**config.mk**
```make
export PLATFORM = sky130hd
export DESIGN_NAME = latching_point_distributor
export DESIGN_NICKNAME = d
export VERILOG_FILES = /design/src/lat_pkg.sv /design/src/lat_timer_if.sv /design/src/latching_point_distributor.sv /design/src/lat_confirm_timer.sv /design/src/lat_point_decoder.sv
export SDC_FILE = /design/constraint.sdc
export NUM_CORES = 1
export LEC_CHECK = 0
export ABC_AREA = 1
export BUFFER_PORTS_ARGS = -buffer_cell sky130_fd_sc_hd__buf_2
export CORE_AREA = 3 3 162 164
export DETAILED_ROUTE_END_ITERATION = 10
export DIE_AREA = 0 0 165 167
export PLACE_DENSITY = 0.79
export SLEW_MARGIN = 30
export SYNTH_ARGS = -nofsm -noshare
export SYNTH_HDL_FRONTEND = slang
export SYNTH_SLANG_ARGS = --single-unit
```
**constraint.sdc**
```tcl
create_clock -name core_clk -period 2 [get_ports core_clk]
set_input_delay 0.2 -clock core_clk [delete_from_list [all_inputs] [get_ports core_clk]]
set_output_delay 0.2 -clock core_clk [all_outputs]
set_load 0.02 [all_outputs]
```
**src/lat_pkg.sv**
```systemverilog
package lat_pkg;
	// order word layout
	localparam int ORDER_W = 16;
	localparam int POINT_W = 12;
	localparam int FUNC_W = 4;
	localparam int POINT_COUNT = 255;
	localparam int FN_OPERATE = 0;
	localparam int FN_RELEASE = 1;
	localparam int FN_TEST = 2;
	localparam int FN_RESET = 3;
	localparam logic [POINT_W-1:0] POINT_MAX = 12'h0fe;
	// timing
	localparam int CLK_PERIOD_NS = 5;
	localparam int ORDER_LIMIT_NS = 25000000;
	localparam int CONFIRM_LIMIT_NS = 20000000;
	localparam int ORDER_LIMIT_CYC = ORDER_LIMIT_NS / CLK_PERIOD_NS;
	localparam int CONFIRM_LIMIT_CYC = CONFIRM_LIMIT_NS / CLK_PERIOD_NS;
	localparam int CNT_W = 23;
	// register map
	localparam int ADDR_W = 4;
	localparam logic [ADDR_W-1:0] REG_STATUS = 4'h0;
	localparam logic [ADDR_W-1:0] REG_IRQ_STAT = 4'h4;
	localparam logic [ADDR_W-1:0] REG_IRQ_MASK = 4'h8;
	localparam int SB_BUSY = 0;
	localparam int SB_INVALID = 1;
	localparam int SB_TEST = 2;
	localparam int SB_NOCONF = 3;
	localparam int EV_W = 3;
	localparam int EV_DONE = 0;
	localparam int EV_INVALID = 1;
	localparam int EV_TIMEOUT = 2;
	localparam logic [EV_W-1:0] EV_RESET_VAL = 3'h0;
	typedef enum logic [1:0] {
		S_IDLE = 2'b00,
		S_CHECK = 2'b01,
		S_DRIVE = 2'b10,
		S_STUCK = 2'b11
	} state_t;
	function automatic logic isOneHot4(input logic [FUNC_W-1:0] f);
		return (f != 4'h0) && ((f & (f - 4'h1)) == 4'h0);
	endfunction
endpackage

```
**src/lat_timer_if.sv**
```systemverilog
`timescale 1ns/10ps
interface lat_timer_if;
	logic run;
	logic expired;
	modport ctrl (output run, input expired);
	modport timer (input run, output expired);
endinterface

```
**src/latching_point_distributor.sv**
```systemverilog
`timescale 1ns/10ps
// Function
// - order is 16 bits: 12 point bits and 4 function bits
// - functions are operate, release, test mode and reset to idle
// - orders are taken from either bus with no preference
// - orders are captured only while the enable lead is high
// - point bits and three function bits stay held until completion
// - stored point code selects exactly one of 255 points, none in test mode
// - code is checked before any operate or release drive
// - only one point is driven per order
// - drive ends on matching feedback; selection drops and unit idles in the same cycle
// - a successful order completes within 25 ms
// - without confirmation in time the unit stays busy
// - busy, invalid code, test mode, not confirmed always shown
// - test mode exercises an internal maintenance point
module latching_point_distributor import lat_pkg::*; #(
	parameter int CONFIRM_CYC = CONFIRM_LIMIT_CYC,
	parameter int ORDER_CYC = ORDER_LIMIT_CYC
) (
	// clock and reset
	input wire logic core_clk,
	input wire logic resetn,
	// duplicated peripheral buses and enable lead
	input wire logic [ORDER_W-1:0] busAWord,
	input wire logic busAStrobe,
	input wire logic [ORDER_W-1:0] busBWord,
	input wire logic busBStrobe,
	input wire logic enableLead,
	// end point side
	output logic [POINT_COUNT-1:0] pointSelect,
	output logic driveOperate,
	output logic driveRelease,
	input wire logic pointFeedback,
	// status outputs
	output logic statusBusy,
	output logic statusInvalid,
	output logic statusTest,
	output logic statusNotConfirmed,
	// register port
	input wire logic [ADDR_W-1:0] regAddr,
	input wire logic [31:0] regWrData,
	input wire logic regWrite,
	input wire logic regRead,
	output logic [31:0] regRdData,
	output logic irq
);
	state_t state_reg, state_next;
	logic [POINT_W-1:0] pointCode_reg;
	logic [2:0] func_reg;
	logic orderOk_reg;
	logic target_reg;
	logic maintLatch_reg;
	logic [EV_W-1:0] irqStat_reg, irqMask_reg;
	logic accept, bothDiffer, resetOrder, wordOk, confirm, fbLevel;
	logic [ORDER_W-1:0] word;
	logic [POINT_W-1:0] wordPoint;
	logic [FUNC_W-1:0] wordFunc;
	logic [EV_W-1:0] events;
	logic startDrive;
	lat_timer_if tif ();

	// either bus, gated by the enable lead
	assign accept = enableLead && (busAStrobe || busBStrobe);
	assign word = busAStrobe ? busAWord : busBWord;
	assign bothDiffer = busAStrobe && busBStrobe && (busAWord != busBWord);
	assign wordPoint = word[POINT_W-1:0];
	assign wordFunc = word[ORDER_W-1:POINT_W];
	assign wordOk = isOneHot4(wordFunc) && (wordPoint <= POINT_MAX)
		&& !bothDiffer;
	assign resetOrder = accept && wordOk && wordFunc[FN_RESET];

	// maintenance point stands in for the field point in
	assign fbLevel = func_reg[FN_TEST] ? maintLatch_reg : pointFeedback;
	assign confirm = (state_reg == S_DRIVE) && (fbLevel == target_reg);
	assign startDrive = (state_reg == S_CHECK) && orderOk_reg;

	always_comb begin
		state_next = state_reg;
		unique case (state_reg)
			S_IDLE: begin
				if (accept) begin
					state_next = S_CHECK;
				end
			end
			S_CHECK: begin
				state_next = orderOk_reg ? S_DRIVE : S_IDLE;
			end
			S_DRIVE: begin
				if (confirm) begin
					state_next = S_IDLE;
				end else if (tif.expired) begin
					state_next = S_STUCK;
				end
			end
			S_STUCK: begin
				state_next = S_STUCK;
			end
		endcase
		if (resetOrder) begin
			state_next = S_IDLE;
		end
	end

	always_ff @(posedge core_clk) begin
		if (!resetn) begin
			state_reg <= S_IDLE;
		end else begin
			state_reg <= state_next;
		end
	end

	// order storage held until completion
	always_ff @(posedge core_clk) begin
		if (!resetn || resetOrder || confirm) begin
			pointCode_reg <= '0;
			func_reg <= '0;
			orderOk_reg <= 1'b0;
		end else if (state_reg == S_IDLE && accept) begin
			pointCode_reg <= wordPoint;
			func_reg <= wordFunc[2:0];
			orderOk_reg <= wordOk;
		end
	end

	// target level and drive, one point at a time
	always_ff @(posedge core_clk) begin
		if (!resetn || resetOrder) begin
			target_reg <= 1'b0;
			driveOperate <= 1'b0;
			driveRelease <= 1'b0;
		end else if (startDrive) begin
			target_reg <= func_reg[FN_TEST] ? !maintLatch_reg
				: func_reg[FN_OPERATE];
			driveOperate <= func_reg[FN_OPERATE];
			driveRelease <= func_reg[FN_RELEASE];
		end else if (confirm || tif.expired) begin
			driveOperate <= 1'b0;
			driveRelease <= 1'b0;
		end
	end

	// internal maintenance latching point
	always_ff @(posedge core_clk) begin
		if (!resetn) begin
			maintLatch_reg <= 1'b0;
		end else if (state_reg == S_DRIVE && func_reg[FN_TEST]) begin
			maintLatch_reg <= target_reg;
		end
	end

	assign tif.run = (state_reg == S_DRIVE);
	lat_confirm_timer #(.LIMIT_CYC(CONFIRM_CYC)) u_timer (
		.core_clk(core_clk),
		.resetn(resetn),
		.tif(tif)
	);

	lat_point_decoder #(.POINTS(POINT_COUNT)) u_decoder (
		.core_clk(core_clk),
		.resetn(resetn),
		.load(startDrive && !func_reg[FN_TEST]),
		.clear(resetOrder || confirm),
		.code(pointCode_reg),
		.pointSelect(pointSelect)
	);

	// status flags
	always_ff @(posedge core_clk) begin
		if (!resetn || resetOrder) begin
			statusBusy <= 1'b0;
			statusInvalid <= 1'b0;
			statusTest <= 1'b0;
			statusNotConfirmed <= 1'b0;
		end else begin
			statusBusy <= (state_next != S_IDLE);
			if (state_reg == S_IDLE && accept) begin
				statusInvalid <= 1'b0;
				statusTest <= 1'b0;
				statusNotConfirmed <= 1'b0;
			end else if (state_reg == S_CHECK) begin
				statusInvalid <= !orderOk_reg;
				statusTest <= orderOk_reg && func_reg[FN_TEST];
			end else if (tif.expired && !confirm) begin
				statusNotConfirmed <= 1'b1;
			end
		end
	end

	// interrupts: sticky, write one to clear, set wins
	assign events[EV_DONE] = confirm;
	assign events[EV_INVALID] = (state_reg == S_CHECK) && !orderOk_reg;
	assign events[EV_TIMEOUT] = tif.expired && !confirm;
	always_ff @(posedge core_clk) begin
		if (!resetn) begin
			irqStat_reg <= EV_RESET_VAL;
		end else begin
			irqStat_reg <= (irqStat_reg & ~((regWrite
				&& regAddr == REG_IRQ_STAT) ? regWrData[EV_W-1:0]
				: EV_RESET_VAL)) | events;
		end
	end
	always_ff @(posedge core_clk) begin
		if (!resetn) begin
			irqMask_reg <= EV_RESET_VAL;
		end else if (regWrite && regAddr == REG_IRQ_MASK) begin
			irqMask_reg <= regWrData[EV_W-1:0];
		end
	end
	assign irq = |(irqStat_reg & irqMask_reg);

	always_ff @(posedge core_clk) begin
		if (!resetn || !regRead) begin
			regRdData <= '0;
		end else begin
			unique case (regAddr)
				REG_STATUS: regRdData <= {28'h0, statusNotConfirmed,
					statusTest, statusInvalid, statusBusy};
				REG_IRQ_STAT: regRdData <= {29'h0, irqStat_reg};
				REG_IRQ_MASK: regRdData <= {29'h0, irqMask_reg};
				default: regRdData <= '0;
			endcase
		end
	end

	// helper counters for assertions
	logic [CNT_W-1:0] busyCnt, driveCnt;
	always_ff @(posedge core_clk) begin
		if (!resetn || state_reg == S_IDLE) begin
			busyCnt <= '0;
		end else if (busyCnt != '1) begin
			busyCnt <= busyCnt + 1'b1;
		end
	end
	always_ff @(posedge core_clk) begin
		if (!resetn || state_reg != S_DRIVE) begin
			driveCnt <= '0;
		end else begin
			driveCnt <= driveCnt + 1'b1;
		end
	end

	property p_reset_order;
		@(posedge core_clk) disable iff (!resetn)
		resetOrder |=> state_reg == S_IDLE && !statusBusy && !driveOperate;
	endproperty
	a_reset_order: assert property (p_reset_order)
		else $error("reset order did not idle the unit");

	property p_no_enable;
		@(posedge core_clk) disable iff (!resetn)
		state_reg == S_IDLE && !enableLead |=> state_reg == S_IDLE;
	endproperty
	a_no_enable: assert property (p_no_enable)
		else $error("order taken without enable");

	property p_bus_b;
		@(posedge core_clk) disable iff (!resetn)
		state_reg == S_IDLE && enableLead && busBStrobe && !busAStrobe
			&& !resetOrder
			|=> pointCode_reg == $past(busBWord[POINT_W-1:0]);
	endproperty
	a_bus_b: assert property (p_bus_b)
		else $error("order on second bus not captured");

	property p_invalid_no_drive;
		@(posedge core_clk) disable iff (!resetn)
		state_reg == S_CHECK && !orderOk_reg && !resetOrder
			|=> !driveOperate && !driveRelease ##1 statusInvalid;
	endproperty
	a_invalid_no_drive: assert property (p_invalid_no_drive)
		else $error("invalid code drove a point");

	property p_single_point;
		@(posedge core_clk) disable iff (!resetn)
		!(driveOperate && driveRelease) && $onehot0(pointSelect);
	endproperty
	a_single_point: assert property (p_single_point)
		else $error("more than one point or drive active");

	property p_confirm_idle;
		@(posedge core_clk) disable iff (!resetn)
		confirm |=> state_reg == S_IDLE && !driveOperate && !driveRelease
			##1 pointSelect == '0;
	endproperty
	a_confirm_idle: assert property (p_confirm_idle)
		else $error("confirmation did not release the point");

	property p_stuck;
		@(posedge core_clk) disable iff (!resetn)
		state_reg == S_STUCK && !resetOrder
			|=> state_reg == S_STUCK && statusBusy && statusNotConfirmed;
	endproperty
	a_stuck: assert property (p_stuck)
		else $error("unit left busy without confirmation");

	property p_hold;
		@(posedge core_clk) disable iff (!resetn)
		state_reg != S_IDLE && !resetOrder && !confirm
			|=> $stable(pointCode_reg) && $stable(func_reg);
	endproperty
	a_hold: assert property (p_hold)
		else $error("stored order changed while busy");

	property p_order_bound;
		@(posedge core_clk) disable iff (!resetn)
		(state_reg == S_CHECK || state_reg == S_DRIVE)
			|-> busyCnt < CNT_W'(ORDER_CYC);
	endproperty
	a_order_bound: assert property (p_order_bound)
		else $error("order exceeded completion bound");

	property p_timeout_at;
		@(posedge core_clk) disable iff (!resetn)
		tif.expired |-> driveCnt == CNT_W'(CONFIRM_CYC - 1);
	endproperty
	a_timeout_at: assert property (p_timeout_at)
		else $error("confirmation limit off count");

	property p_status;
		@(posedge core_clk) disable iff (!resetn)
		state_reg == S_CHECK && orderOk_reg && !resetOrder
			|=> statusBusy && statusTest == $past(func_reg[FN_TEST]);
	endproperty
	a_status: assert property (p_status)
		else $error("status flags wrong after check");

	c_done: cover property (@(posedge core_clk) disable iff (!resetn)
		confirm && !func_reg[FN_TEST]);
	c_test: cover property (@(posedge core_clk) disable iff (!resetn)
		confirm && func_reg[FN_TEST]);
	c_invalid: cover property (@(posedge core_clk) disable iff (!resetn)
		events[EV_INVALID]);
	c_stuck: cover property (@(posedge core_clk) disable iff (!resetn)
		state_reg == S_STUCK ##1 resetOrder);
endmodule

```
**src/lat_confirm_timer.sv**
```systemverilog
`timescale 1ns/10ps
module lat_confirm_timer import lat_pkg::*; #(
	parameter int LIMIT_CYC = CONFIRM_LIMIT_CYC
) (
	// clock and reset
	input wire logic core_clk,
	input wire logic resetn,
	// control side
	lat_timer_if.timer tif
);
	localparam logic [CNT_W-1:0] LAST = CNT_W'(LIMIT_CYC - 1);
	logic [CNT_W-1:0] cnt_reg;
	logic done_reg;
	// counts only while the unit is in S_DRIVE, test mode included
	always_ff @(posedge core_clk) begin
		if (!resetn || !tif.run) begin
			cnt_reg <= '0;
			done_reg <= 1'b0;
		end else if (cnt_reg != LAST) begin
			cnt_reg <= cnt_reg + 1'b1;
		end else begin
			done_reg <= 1'b1;
		end
	end
	assign tif.expired = tif.run && (cnt_reg == LAST) && !done_reg;
endmodule

```
**src/lat_point_decoder.sv**
```systemverilog
`timescale 1ns/10ps
module lat_point_decoder import lat_pkg::*; #(
	parameter int POINTS = POINT_COUNT
) (
	// clock and reset
	input wire logic core_clk,
	input wire logic resetn,
	// control
	input wire logic load,
	input wire logic clear,
	input wire logic [POINT_W-1:0] code,
	// select lines
	output logic [POINTS-1:0] pointSelect
);
	// one line out of POINTS, none for codes out of range
	always_ff @(posedge core_clk) begin
		if (!resetn || clear) begin
			pointSelect <= '0;
		end else if (load) begin
			for (int i = 0; i < POINTS; i++) begin
				pointSelect[i] <= (code == POINT_W'(i));
			end
		end
	end
endmodule

```
# [After elaboration in Yosys (flattened, before gate mapping)]
# Index checks and enable logic that the tools add are counted.
[word_totals] regBits=343 latchBits=0 ramBits=0 mem_bits_ro=0 input_bits=76 out_inout_bits=294 wordCells=351 memories=0
[op_classes] addsub=2 mul=0 div_mod_pow=0 magnitude_cmp=1 eq_ne=263 n_shift=0 muxes=14 n_bitwise=6 reduce_logical=47
[op_table] cell="$eq 12x8->1 const B" count=127
[op_table] cell="$eq 12x7->1 const B" count=64
[op_table] cell="$eq 12x6->1 const B" count=32
[op_table] cell="$eq 12x5->1 const B" count=16
[op_table] cell="$eq 12x4->1 const B" count=8
[op_table] cell="$eq 12x3->1 const B" count=4
[op_table] cell="$eq 12x2->1 const B" count=2
[op_table] cell="$add 23x1->23 const B" count=1
[op_table] cell="$eq 23x22->1 const B" count=1
[op_table] cell="$ne 23x22->1 const B" count=1
[op_table] cell="$logic_and 1x1->1" count=20
[op_table] cell="$mux 16" count=1
[op_table] cell="$ne 16x16->1" count=1
[op_table] cell="$eq 12x1->1 const B" count=1
[op_table] cell="$le 12x8->1 const B" count=1
[op_table] cell="$logic_not 12->1" count=1
[op_table] cell="$pmux 4 s3" count=1
[op_table] cell="$mux 2" count=5
[op_table] cell="$logic_not 1->1" count=9
[op_table] cell="$logic_not 4->1" count=2
[op_table] cell="$logic_or 1x1->1" count=8
[op_table] cell="$pmux 2 s4" count=1
[op_table] cell="$and 3x3->3" count=2
[op_table] cell="$mux 1" count=5
[op_table] cell="17 further kinds" count=19

# [Longest topological paths before layout]
# Gate-level depths: netlist (run 1).
[logic_depth] depth_word=11 depth_mapped=17 mapped_depth_nobuf=13

# [By module]
# From an unflattened synthesis (run 1), not the netlist that was laid out.
[hier_totals] hier_cells=2102 area_unflattened_um2=13959.6
[by_module_without_submodules] module="lat_point_decoder" instances=1 cells_per_inst=1462 area_per_inst_um2=10054.6 seq_area_each_um2=5104.9
[by_module_without_submodules] module="latching_point_distributor" instances=1 cells_per_inst=425 area_per_inst_um2=2482.4 seq_area_each_um2=720.7
[by_module_without_submodules] module="lat_confirm_timer" instances=1 cells_per_inst=215 area_per_inst_um2=1422.6 seq_area_each_um2=480.5

# [Worst setup path before layout (run 1)]
# Ideal clock, no wire load.
[synth_timing] path_kind="input to register" startpoint="input busAStrobe" endpoint="register u_decoder.pointSelect[208]" setup_time_ns=0.118 t_arrival_ns=1.615 required_time_ns=1.882 path_slack_ns=0.267 cell_stages=16 n_path_buf=5 path_cell_list="buf_4 inv_2 buf_4 nand2_1 nand2_1 nor2_1 nand2_1 nor2_1 nand2_1 nor2_2 nand3_2 nand3_1 buf_4 buf_6 buf_6 nor2_1"
[synth_between] elab_chain_len=11 elab_cells_between_ends=18 cone_classes="add/sub (1); order compare (1); mux (1); bitwise (1); reduce/logical (14)"
[synth_rtl] element="from (decl)" line_no="latching_point_distributor.sv:25" text="input wire logic busAStrobe,"
[synth_rtl] element="$mux 16" line_no="latching_point_distributor.sv:64" text="assign word = busAStrobe ? busAWord : busBWord;"
[synth_rtl] element="$sub 4x1->4" line_no="lat_pkg.sv:40" text="return (f != 4'h0) && ((f & (f - 4'h1)) == 4'h0);"
[synth_rtl] element="$and 4x4->4" line_no="lat_pkg.sv:40"
[synth_rtl] element="$logic_not 4->1" line_no="lat_pkg.sv:40"
[synth_rtl] element="$logic_and 1x1->1" line_no="lat_pkg.sv:40"
[synth_rtl] element="$logic_and 1x1->1" line_no="latching_point_distributor.sv:68" text="assign wordOk = isOneHot4(wordFunc) && (wordPoint <= POINT_MAX)"
[synth_rtl] element="$logic_and 1x1->1" line_no="latching_point_distributor.sv:69" text="&& !bothDiffer;"
[synth_rtl] element="$logic_and 1x1->1" line_no="latching_point_distributor.sv:70" text="assign resetOrder = accept && wordOk && wordFunc[FN_RESET];"
[synth_rtl] element="$logic_and 1x1->1 (*)" line_no="latching_point_distributor.sv:70"
[synth_rtl] element="$logic_or 1x1->1 (*)" line_no="latching_point_distributor.sv:162" text=".clear(resetOrder || confirm),"
[synth_rtl] element="$logic_or 1x1->1 (*)" line_no="lat_point_decoder.sv:17" text="if (!resetn || clear) begin"
[synth_rtl] element="to (signal, indexed assignment)" line_no="lat_point_decoder.sv:21" text="pointSelect[i] <= (code == POINT_W'(i));"
[synth_rtl] element="to (decl)" line_no="lat_point_decoder.sv:13" text="output logic [POINTS-1:0] pointSelect"
# Every way passes the cells marked *; elsewhere a longest branch is shown, timed or not.
# A chain may end at the register's enable or synchronous reset.

# [Worst setup path after layout (run 1)]
[layout_timing] startpoint="register pointCode_reg[4]" endpoint="register u_decoder.pointSelect[152]"
[layout_between] elab_chain_len=1
[layout_rtl] element="from (decl)" line_no="latching_point_distributor.sv:48" text="logic [POINT_W-1:0] pointCode_reg;"
[layout_rtl] element="from (signal assigned)" line_no="latching_point_distributor.sv:119" text="pointCode_reg <= wordPoint;"
[layout_rtl] element="$eq 12x8->1" line_no="lat_point_decoder.sv:21"
# No other way between the ends.

==> results of run 1 <==
## cells by family after synthesis
kind of cell | after synthesis
buffers and inverters | 255
other | 1
AND/OR/NAND/NOR | 654
flip-flops | 315
AO/OA/AOI/OAI | 549
adder cells (fa/ha/maj) | 1
XOR/XNOR | 5
## routing by layer
layer	vias up	GRT usage (%)	routed length, microns
li1	6408	-	-
met1	6159	36.55	16440
met2	561	46.91	19040
met3	114	6.692	3614
met4	0	11.01	1768
met5	-	0	0
## worst max-delay path: stages (launching register included)
cell and delay [ns]:
sky130_fd_sc_hd__dfxtp_1 0.46, sky130_fd_sc_hd__inv_1 0.11, sky130_fd_sc_hd__nor2_1 0.31, sky130_fd_sc_hd__nand2_1 0.44, sky130_fd_sc_hd__o21ai_0 0.31, sky130_fd_sc_hd__o21ai_0 0.11, sky130_fd_sc_hd__nor2_1 0.11
## layout make-up
type / instances / area, sq um / share of cell area [%]
Timing Repair inverter: 1 / 7.507 / 0.04588
Inverter: 103 / 406.6 / 2.485
Clock buffer: 48 / 939.7 / 5.742
Timing Repair Buffer: 400 / 2505 / 15.31
Tap cell: 330 / 412.9 / 2.523
Sequential cell: 315 / 6306 / 38.54
Multi-Input combinational cell: 1237 / 5658 / 34.58
Clock inverter: 9 / 127.6 / 0.7799
## worst paths after layout
| path | start | end | slack, ns | cells past startpoint |
|---|---|---|---|---|
| setup / recovery | pointCode_reg[4]$_SDFFE_PP0P_ | u_decoder.pointSelect[152]$_SDFFE_PP0P_ | 0.07 | 6 |
| setup reg to reg | pointCode_reg[4]$_SDFFE_PP0P_ | u_decoder.pointSelect[152]$_SDFFE_PP0P_ | 0.07 | 6 |
| hold reg to reg | u_timer.cnt_reg[20]$_SDFFE_PP0P_ | u_timer.cnt_reg[20]$_SDFFE_PP0P_ | 0.46 | 1 |
| hold / removal | regAddr[2] | irqMask_reg[1]$_SDFFE_PN0P_ | 0.07 | 4 |
## metrics by stage
step / instance area, sq um / utilization, % / cells
2_1_floorplan: 13060 / - / 1807
3_3_place_gp: 15110 / 60.34 / 2374
3_5_place_dp: 15110 / 60.34 / 2374
4_1_cts: 16280 / 65.04 / 2441
5_1_grt: 16360 / 65.36 / 2443
6_report: 16360 / 65.36 / 2443
## power by group through the flow
| stage | logic [mW] | registers, mW | clock network, mW |
|---|---|---|---|
| CTS | 0.942 | 6.35 | 6.08 |
| global placement | 0.908 | 6.49 | 0 |
| floorplan | 0.588 | 6.49 | 0 |
| finish | 0.977 | 6.35 | 6.04 |
| detailed placement | 0.918 | 6.49 | 0 |
| global route | 1.08 | 6.35 | 6.33 |
## cell usage in the layout (no fill, tap or decap), types with 2 or more instances in the layout
| cell type | n |
|---|---|
| sky130_fd_sc_hd__o21a_1 | 4 |
| sky130_fd_sc_hd__clkinv_2 | 3 |
| sky130_fd_sc_hd__conb_1 | 28 |
| sky130_fd_sc_hd__nor2_1 | 355 |
| sky130_fd_sc_hd__a21oi_1 | 29 |
| sky130_fd_sc_hd__buf_2 | 312 |
| sky130_fd_sc_hd__nor2_2 | 3 |
| sky130_fd_sc_hd__a31oi_1 | 2 |
| sky130_fd_sc_hd__clkbuf_16 | 31 |
| sky130_fd_sc_hd__nor3_2 | 2 |
| sky130_fd_sc_hd__clkinvlp_4 | 6 |
| sky130_fd_sc_hd__buf_12 | 20 |
| sky130_fd_sc_hd__a211oi_1 | 2 |
| sky130_fd_sc_hd__xor2_1 | 3 |
| sky130_fd_sc_hd__inv_1 | 98 |
| sky130_fd_sc_hd__dfxtp_1 | 315 |
| sky130_fd_sc_hd__nand4_1 | 6 |
| sky130_fd_sc_hd__a22oi_1 | 33 |
| sky130_fd_sc_hd__nor4_2 | 2 |
| sky130_fd_sc_hd__clkbuf_1 | 7 |
| sky130_fd_sc_hd__nand3_1 | 26 |
| sky130_fd_sc_hd__nand2_2 | 15 |
| sky130_fd_sc_hd__o21ai_0 | 478 |
| sky130_fd_sc_hd__clkbuf_8 | 10 |
| sky130_fd_sc_hd__nor3_1 | 23 |
| sky130_fd_sc_hd__xnor2_1 | 2 |
| sky130_fd_sc_hd__nand2_1 | 215 |
| sky130_fd_sc_hd__bufinv_16 | 3 |
| sky130_fd_sc_hd__buf_6 | 2 |
| sky130_fd_sc_hd__dlygate4sd3_1 | 10 |
| sky130_fd_sc_hd__buf_4 | 56 |
## timing repair
action	CTS	global route
resized for setup	3	21
hold buffers	10	0
setup endpoints to repair	27	110
gates cloned	0	1
endpoints found under the hold margin	11	0
buffers inserted	0	1
pin swaps	0	0
==> insert_results.sql, run 1 <==
INSERT INTO impl_metrics (metric_group, metric, value, unit) VALUES
('flow_run', 'drv_cap', '0', ''),
('routing', 'vias_per_cell', '5.420', ''),
('routing', 'first_pass_iters', '5', ''),
('grt', 'grt_first_pass_wirelength', '63990', 'microns'),
('floorplan', 'floorplan.die.width', '165', 'microns'),
('power_and_ir_drop', 'clockPowerShare', '45.2', '%'),
('logic_synthesis', 'postSynth.topFlopCell', 'sky130_fd_sc_hd__dfxtp_1', ''),
('logic_synthesis', 'synth_top_cell_by_area', 'sky130_fd_sc_hd__dfxtp_1', ''),
('outcome', 'result_of_the_run', 'finished clean', ''),
('sta', 'unrepaired_setup_endpoints_after_global_routing', 'yes', ''),
('hold_path', 'hp-class', 'primary input to flip-flop', ''),
('power_and_ir_drop', 'power.sequential.fraction', '47.5', '%'),
('logic_synthesis', 'synth.top_cells.by_area', 'sky130_fd_sc_hd__dfxtp_1 (49%), sky130_fd_sc_hd__o21ai_0 (18%), sky130_fd_sc_hd__nor2_1 (10%), sky130_fd_sc_hd__nand2_1 (6.7%), sky130_fd_sc_hd__inv_1 (2.9%)', ''),
('clocking', 'clk_pin_slew', '0.06', 'ns'),
('power_and_ir_drop', 'fin_total_pwr', '13.36', 'mW'),
('sta', 'finalWorstSetupSlack', '0.06892', 'ns'),
('placement', 'hpwl', '27820', 'microns'),
('clocking', 'cts-root-to-sink-buffers', '3', ''),
('grt', 'grt_use_total', '28.66', '%'),
('logic_synthesis', 'synthesis.area_per_instance', '7.279', 'sq um'),
('logic_synthesis', 'ys_seq_area_share', '48.67', '%'),
('logic_synthesis', 'netlist_instances', '1780', ''),
('logic_synthesis', 'yosys-mux-area-fraction', '0', '%'),
('sta', 'fin_hold_ws', '0.06742', 'ns'),
('routing', 'routed_wire_length_per_instance', '16.73', 'microns'),
('worst_setup_path', 'crit_path_start_kind', 'flip-flop', ''),
('sta', 'period_share', '96.55', '%'),
('worst_setup_path', 'crit_path_max_fanout', '16', ''),
('cells_and_area', 'p_r_area_growth_vs_syn', '26.28', '%'),
('cells_and_area', 'layout_cell_share_with_drive_strength_beyond_1', '22.24', '%'),
('worst_setup_path', 'timing.setup.critical_path_class', 'flip-flop to flip-flop', ''),
('logic_synthesis', 'synth_largest_type_area_fraction', '48.67', '%'),
('sta', 'final-max-slew-violation-count', '0', ''),
('routing', 'dr.first_iter.drc_count', '1333', ''),
('routing', 'routed_wl', '40860', 'microns'),
('cells_and_area', 'final.fill_count', '2124', ''),
('clocking', 'tritoncts_num_sinks', '315', ''),
('sta', 'setup_tns', '0', 'ns'),
('placement', 'dpl_worst_slack', '-0.1097', 'ns'),
('logic_synthesis', 'main_combinational_cell_family_by_area_after_synthesis', 'compound AO/OA/AOI/OAI gates', ''),
('power_and_ir_drop', 'vdd_ir_drop_max', '0.6367', 'mV'),
('floorplan', 'core_region_area', '25040', 'sq um'),
('sta', 'relSlewSlack', '56.99', '%'),
('floorplan', 'initial_utilization', '51.75', '%'),
('floorplan', 'rows', '58', ''),
('power_and_ir_drop', 'switching_fraction_of_total_power', '23.55', '%'),
('logic_synthesis', 'synthesis.area', '12960', 'sq um'),
('placement', 'io_buffers', '312', ''),
('sta', 'finalClockSkew', '0.01236', 'ns'),
('routing', 'route.antenna.remaining_nets', '0', ''),
('sta', 'fmaxAchievable', '517.8', 'MHz'),
('power_and_ir_drop', 'power.net_switching', '3.148', 'mW'),
('clocking', 'cts_buffers', '31', ''),
('clocking', 'tritoncts', 'done', ''),
('logic_synthesis', 'synth-edff-count', '0', ''),
('floorplan', 'io-pin-count', '370', ''),
('worst_setup_path', 'endpoint_kind', 'flip-flop', ''),
('logic_synthesis', 'yosys.area_share.adder', '0.09656', '%'),
('grt', 'vias_in_the_first_global_route', '12090', ''),
('logic_synthesis', 'share_of_the_synthesized_area_in_compound_gates_ao_oa_aoi_oai', '22.00', '%'),
('logic_synthesis', 'xor_and_xnor_fraction_of_the_mapped_netlist_area', '0.3380', '%'),
('logic_synthesis', 'synth.cells.most_frequent', 'sky130_fd_sc_hd__o21ai_0 (478), sky130_fd_sc_hd__nor2_1 (356), sky130_fd_sc_hd__dfxtp_1 (315), sky130_fd_sc_hd__nand2_1 (230), sky130_fd_sc_hd__inv_1 (99)', ''),
('clocking', 'worst_skew_pair.late_latency', '0.55', 'ns'),
('logic_synthesis', 'synth.yosys.warnings', '0', ''),
('power_and_ir_drop', 'power.static_leakage', '7.107', 'nW'),
('logic_synthesis', 'ys_types', '31', ''),
('cells_and_area', 'antenna_cells', '0', ''),
('logic_synthesis', 'postSynth.asyncResetShare', '0', '%'),
('power_and_ir_drop', 'internal-power', '10.22', 'mW'),
('grt', 'grt.overflow.total', '0', ''),
('placement', 'place.gp.congestion', '0.8678', '');
Note: power is estimated with default switching activity, not from simulation.
==> run 2, diff against run 1 <==
--- a/config.mk
+++ b/config.mk
@@ -11,6 +11,7 @@
 export DETAILED_ROUTE_END_ITERATION = 10
 export DIE_AREA = 0 0 165 167
 export PLACE_DENSITY = 0.79
+export RECOVER_POWER = 50
 export SLEW_MARGIN = 30
 export SYNTH_ARGS = -nofsm -noshare
 export SYNTH_HDL_FRONTEND = slang
==> insert_results.sql, run 2 (synthesis gave the netlist of run 1 again) <==
INSERT INTO impl_metrics (metric_group, metric, value, unit) VALUES
('cells_and_area', 'stdcell_count', '2443', ''),
('placement', 'place.gp.congestion', '0.8678', ''),
('cells_and_area', 'final.fill_count', '2265', ''),
('power_and_ir_drop', 'cellPowerDensity', '832.7', 'nW/um^2'),
('sta', 'period_share', '95.65', '%'),
('floorplan', 'io-pin-count', '370', ''),
('worst_setup_path', 'reg2reg_slack', '0.09', 'ns'),
('power_and_ir_drop', 'power.static_leakage', '5.933', 'nW'),
('grt', 'vias_in_the_first_global_route', '12090', ''),
('clocking', 'tritoncts_num_sinks', '315', ''),
('power_and_ir_drop', 'switching_fraction_of_total_power', '23.48', '%'),
('cells_and_area', 'p_r_area_growth_vs_syn', '23.70', '%'),
('routing', 'detailroute.via_count', '13190', ''),
('floorplan', 'core_region_area', '25040', 'sq um'),
('worst_setup_path', 'crit_required', '2.49', 'ns'),
('floorplan', 'rows', '58', ''),
('clocking', 'cts_buffers', '31', ''),
('grt', 'antenna_found_initial', '0', ''),
('routing', 'route.antenna.remaining_nets', '0', ''),
('sta', 'relSlewSlack', '56.70', '%'),
('placement', 'io_buffers', '312', ''),
('power_and_ir_drop', 'internal-power', '10.21', 'mW'),
('cells_and_area', 'layout.nets', '2166', ''),
('power_and_ir_drop', 'comb_power_share', '7.3', '%'),
('grt', 'grt_use_total', '28.66', '%'),
('cells_and_area', 'largest_reg_flops', '255', ''),
('grt', 'grt.overflow.total', '0', ''),
('sta', 'report.final.setup_viol', '0', ''),
('floorplan', 'fp.dieArea', '27560', 'sq um'),
('power_and_ir_drop', 'power.sequential.fraction', '47.6', '%'),
('outcome', 'result_of_the_run', 'finished clean', ''),
('routing', 'routed_wire_length_per_instance', '16.73', 'microns'),
('sta', 'setup_tns', '0', 'ns'),
('placement', 'dp.cells', '2374', ''),
('clocking', 'cts-root-to-sink-buffers', '3', ''),
('power_and_ir_drop', 'fin_total_pwr', '13.35', 'mW'),
('routing', 'detail_route.drc_violations', '0', ''),
('clocking', 'cts_root_buf', 'sky130_fd_sc_hd__clkbuf_16', ''),
('clocking', 'htree_levels', '1', ''),
('flow_run', 'drv_cap', '0', ''),
('sta', 'unrepaired_setup_endpoints_after_global_routing', 'yes', ''),
('cells_and_area', 'antenna_cells', '0', ''),
('sta', 'fmaxAchievable', '522.7', 'MHz'),
('worst_setup_path', 'endpoint_kind', 'flip-flop', ''),
('clocking', 'worst_skew_pair.late_latency', '0.55', 'ns'),
('sta', 'hold_viol', '0', ''),
('floorplan', 'floorplan.die.width', '165', 'microns'),
('floorplan', 'die_height', '167', 'microns'),
('sta', 'min_period', '1.913', 'ns'),
('cells_and_area', 'final_common_cell', 'sky130_fd_sc_hd__o21ai_0', ''),
('worst_setup_path', 'crit_path_max_fanout', '16', ''),
('grt', 'largest_net_degree_at_the_start_of_global_routing', '63', ''),
('sta', 'final-max-slew-violation-count', '0', ''),
('worst_setup_path', 'cp_data_arrival_time', '2.40', 'ns'),
('routing', 'first_pass_iters', '6', ''),
('hold_path', 'hp-class', 'primary input to flip-flop', ''),
('worst_setup_path', 'crit_path_start_kind', 'flip-flop', ''),
('routing', 'routed_wl', '40860', 'microns'),
('placement', 'dpl_worst_slack', '-0.1097', 'ns'),
('clocking', 'clk_pin_slew', '0.06', 'ns'),
('sta', 'finalWorstSetupSlack', '0.08693', 'ns'),
('worst_setup_path', 'timing.setup.critical_path_class', 'flip-flop to flip-flop', ''),
('placement', 'hpwl', '27820', 'microns'),
('floorplan', 'initial_utilization', '51.75', '%'),
('grt', 'grt_first_pass_wirelength', '63990', 'microns'),
('routing', 'vias_per_cell', '5.399', ''),
('cells_and_area', 'layout_cell_share_with_drive_strength_beyond_1', '9.655', '%'),
('power_and_ir_drop', 'power.net_switching', '3.134', 'mW'),
('clocking', 'tritoncts', 'done', ''),
('power_and_ir_drop', 'clockPowerShare', '45.1', '%'),
('sta', 'finalClockSkew', '0.01200', 'ns'),
('routing', 'dr.first_iter.drc_count', '1339', ''),
('cells_and_area', 'highest_count_cells_in_the_layout_ignoring_fill_and_taps', 'sky130_fd_sc_hd__o21ai_0 (478), sky130_fd_sc_hd__nor2_1 (355), sky130_fd_sc_hd__dfxtp_1 (315)', ''),
('cells_and_area', 'utilization', '64.02', '%'),
('sta', 'max_slew.worst_pin.slew', '0.6446', 'ns'),
('power_and_ir_drop', 'vdd_ir_drop_max', '0.6406', 'mV');
run 2: cell count changes in the layout (fill, tap and decap cells not counted), sizes merged:
cell and delta:
buf -266, clkbuf +266
run 2: metal layers:
layer / track usage, % / wire (microns) / vias up
li1: - / - / 6408
met1: 36.55 / 16800 / 6140
met2: 46.91 / 19050 / 526
met3: 6.692 / 3251 / 116
met4: 11.01 / 1760 / 0
met5: 0 / 0 / -
run 2: critical path, cell delays in order (launching register included):
cell and delay, ns:
sky130_fd_sc_hd__dfxtp_1 0.45, sky130_fd_sc_hd__inv_1 0.11, sky130_fd_sc_hd__nor2_1 0.31, sky130_fd_sc_hd__nand2_1 0.43, sky130_fd_sc_hd__o21ai_0 0.30, sky130_fd_sc_hd__o21ai_0 0.14, sky130_fd_sc_hd__nor2_1 0.11
run 2: timing repair:
action,in CTS,in global routing
hold buffers,10,0
endpoints found under the hold margin,11,0
setup buffers,0,1
setup endpoints to repair,27,110
cloned,0,1
gates resized for setup,3,21
run 2: worst paths after layout:
| kind | startpoint | endpoint | cells past startpoint |
|---|---|---|---|
| hold reg to reg | u_timer.cnt_reg[20]$_SDFFE_PP0P_ | u_timer.cnt_reg[20]$_SDFFE_PP0P_ | 1 |
| setup reg to reg | pointCode_reg[4]$_SDFFE_PP0P_ | u_decoder.pointSelect[144]$_SDFFE_PP0P_ | 6 |
| setup / recovery | pointCode_reg[4]$_SDFFE_PP0P_ | u_decoder.pointSelect[144]$_SDFFE_PP0P_ | 6 |
| hold / removal | regAddr[2] | irqMask_reg[1]$_SDFFE_PN0P_ | 4 |
run 2: final cells by class:
type                    count  area, sq um  share of cell area [%]
multi-input cells        1237         5658                   35.30
repair buffers            400         2170                   13.54
repair inverters            1        7.507                 0.04684
inverters                 103        406.6                   2.537
flip-flops and latches    315         6306                   39.34
well taps                 330        412.9                   2.576
clock inverters             9        127.6                  0.7962
clock buffers              48        939.7                   5.863
run 2: power groups by stage:
| stage | Clock [mW] | Combinational (mW) | Sequential [mW] |
|---|---|---|---|
| after floorplan | 0 | 0.588 | 6.49 |
| after global placement | 0 | 0.908 | 6.49 |
| after detailed placement | 0 | 0.918 | 6.49 |
| after CTS | 6.08 | 0.942 | 6.35 |
| after global routing | 6.33 | 1.07 | 6.35 |
| final | 6.02 | 0.975 | 6.35 |
run 2: through the flow:
step	hold slack [ns]	instance area, sq um
CTS	0.04209	16280
detailed placement	0.4454	15110
global route	0.1006	16030
floorplan	0.3384	13060
global placement	0.4386	15110
finish	0.07313	16030
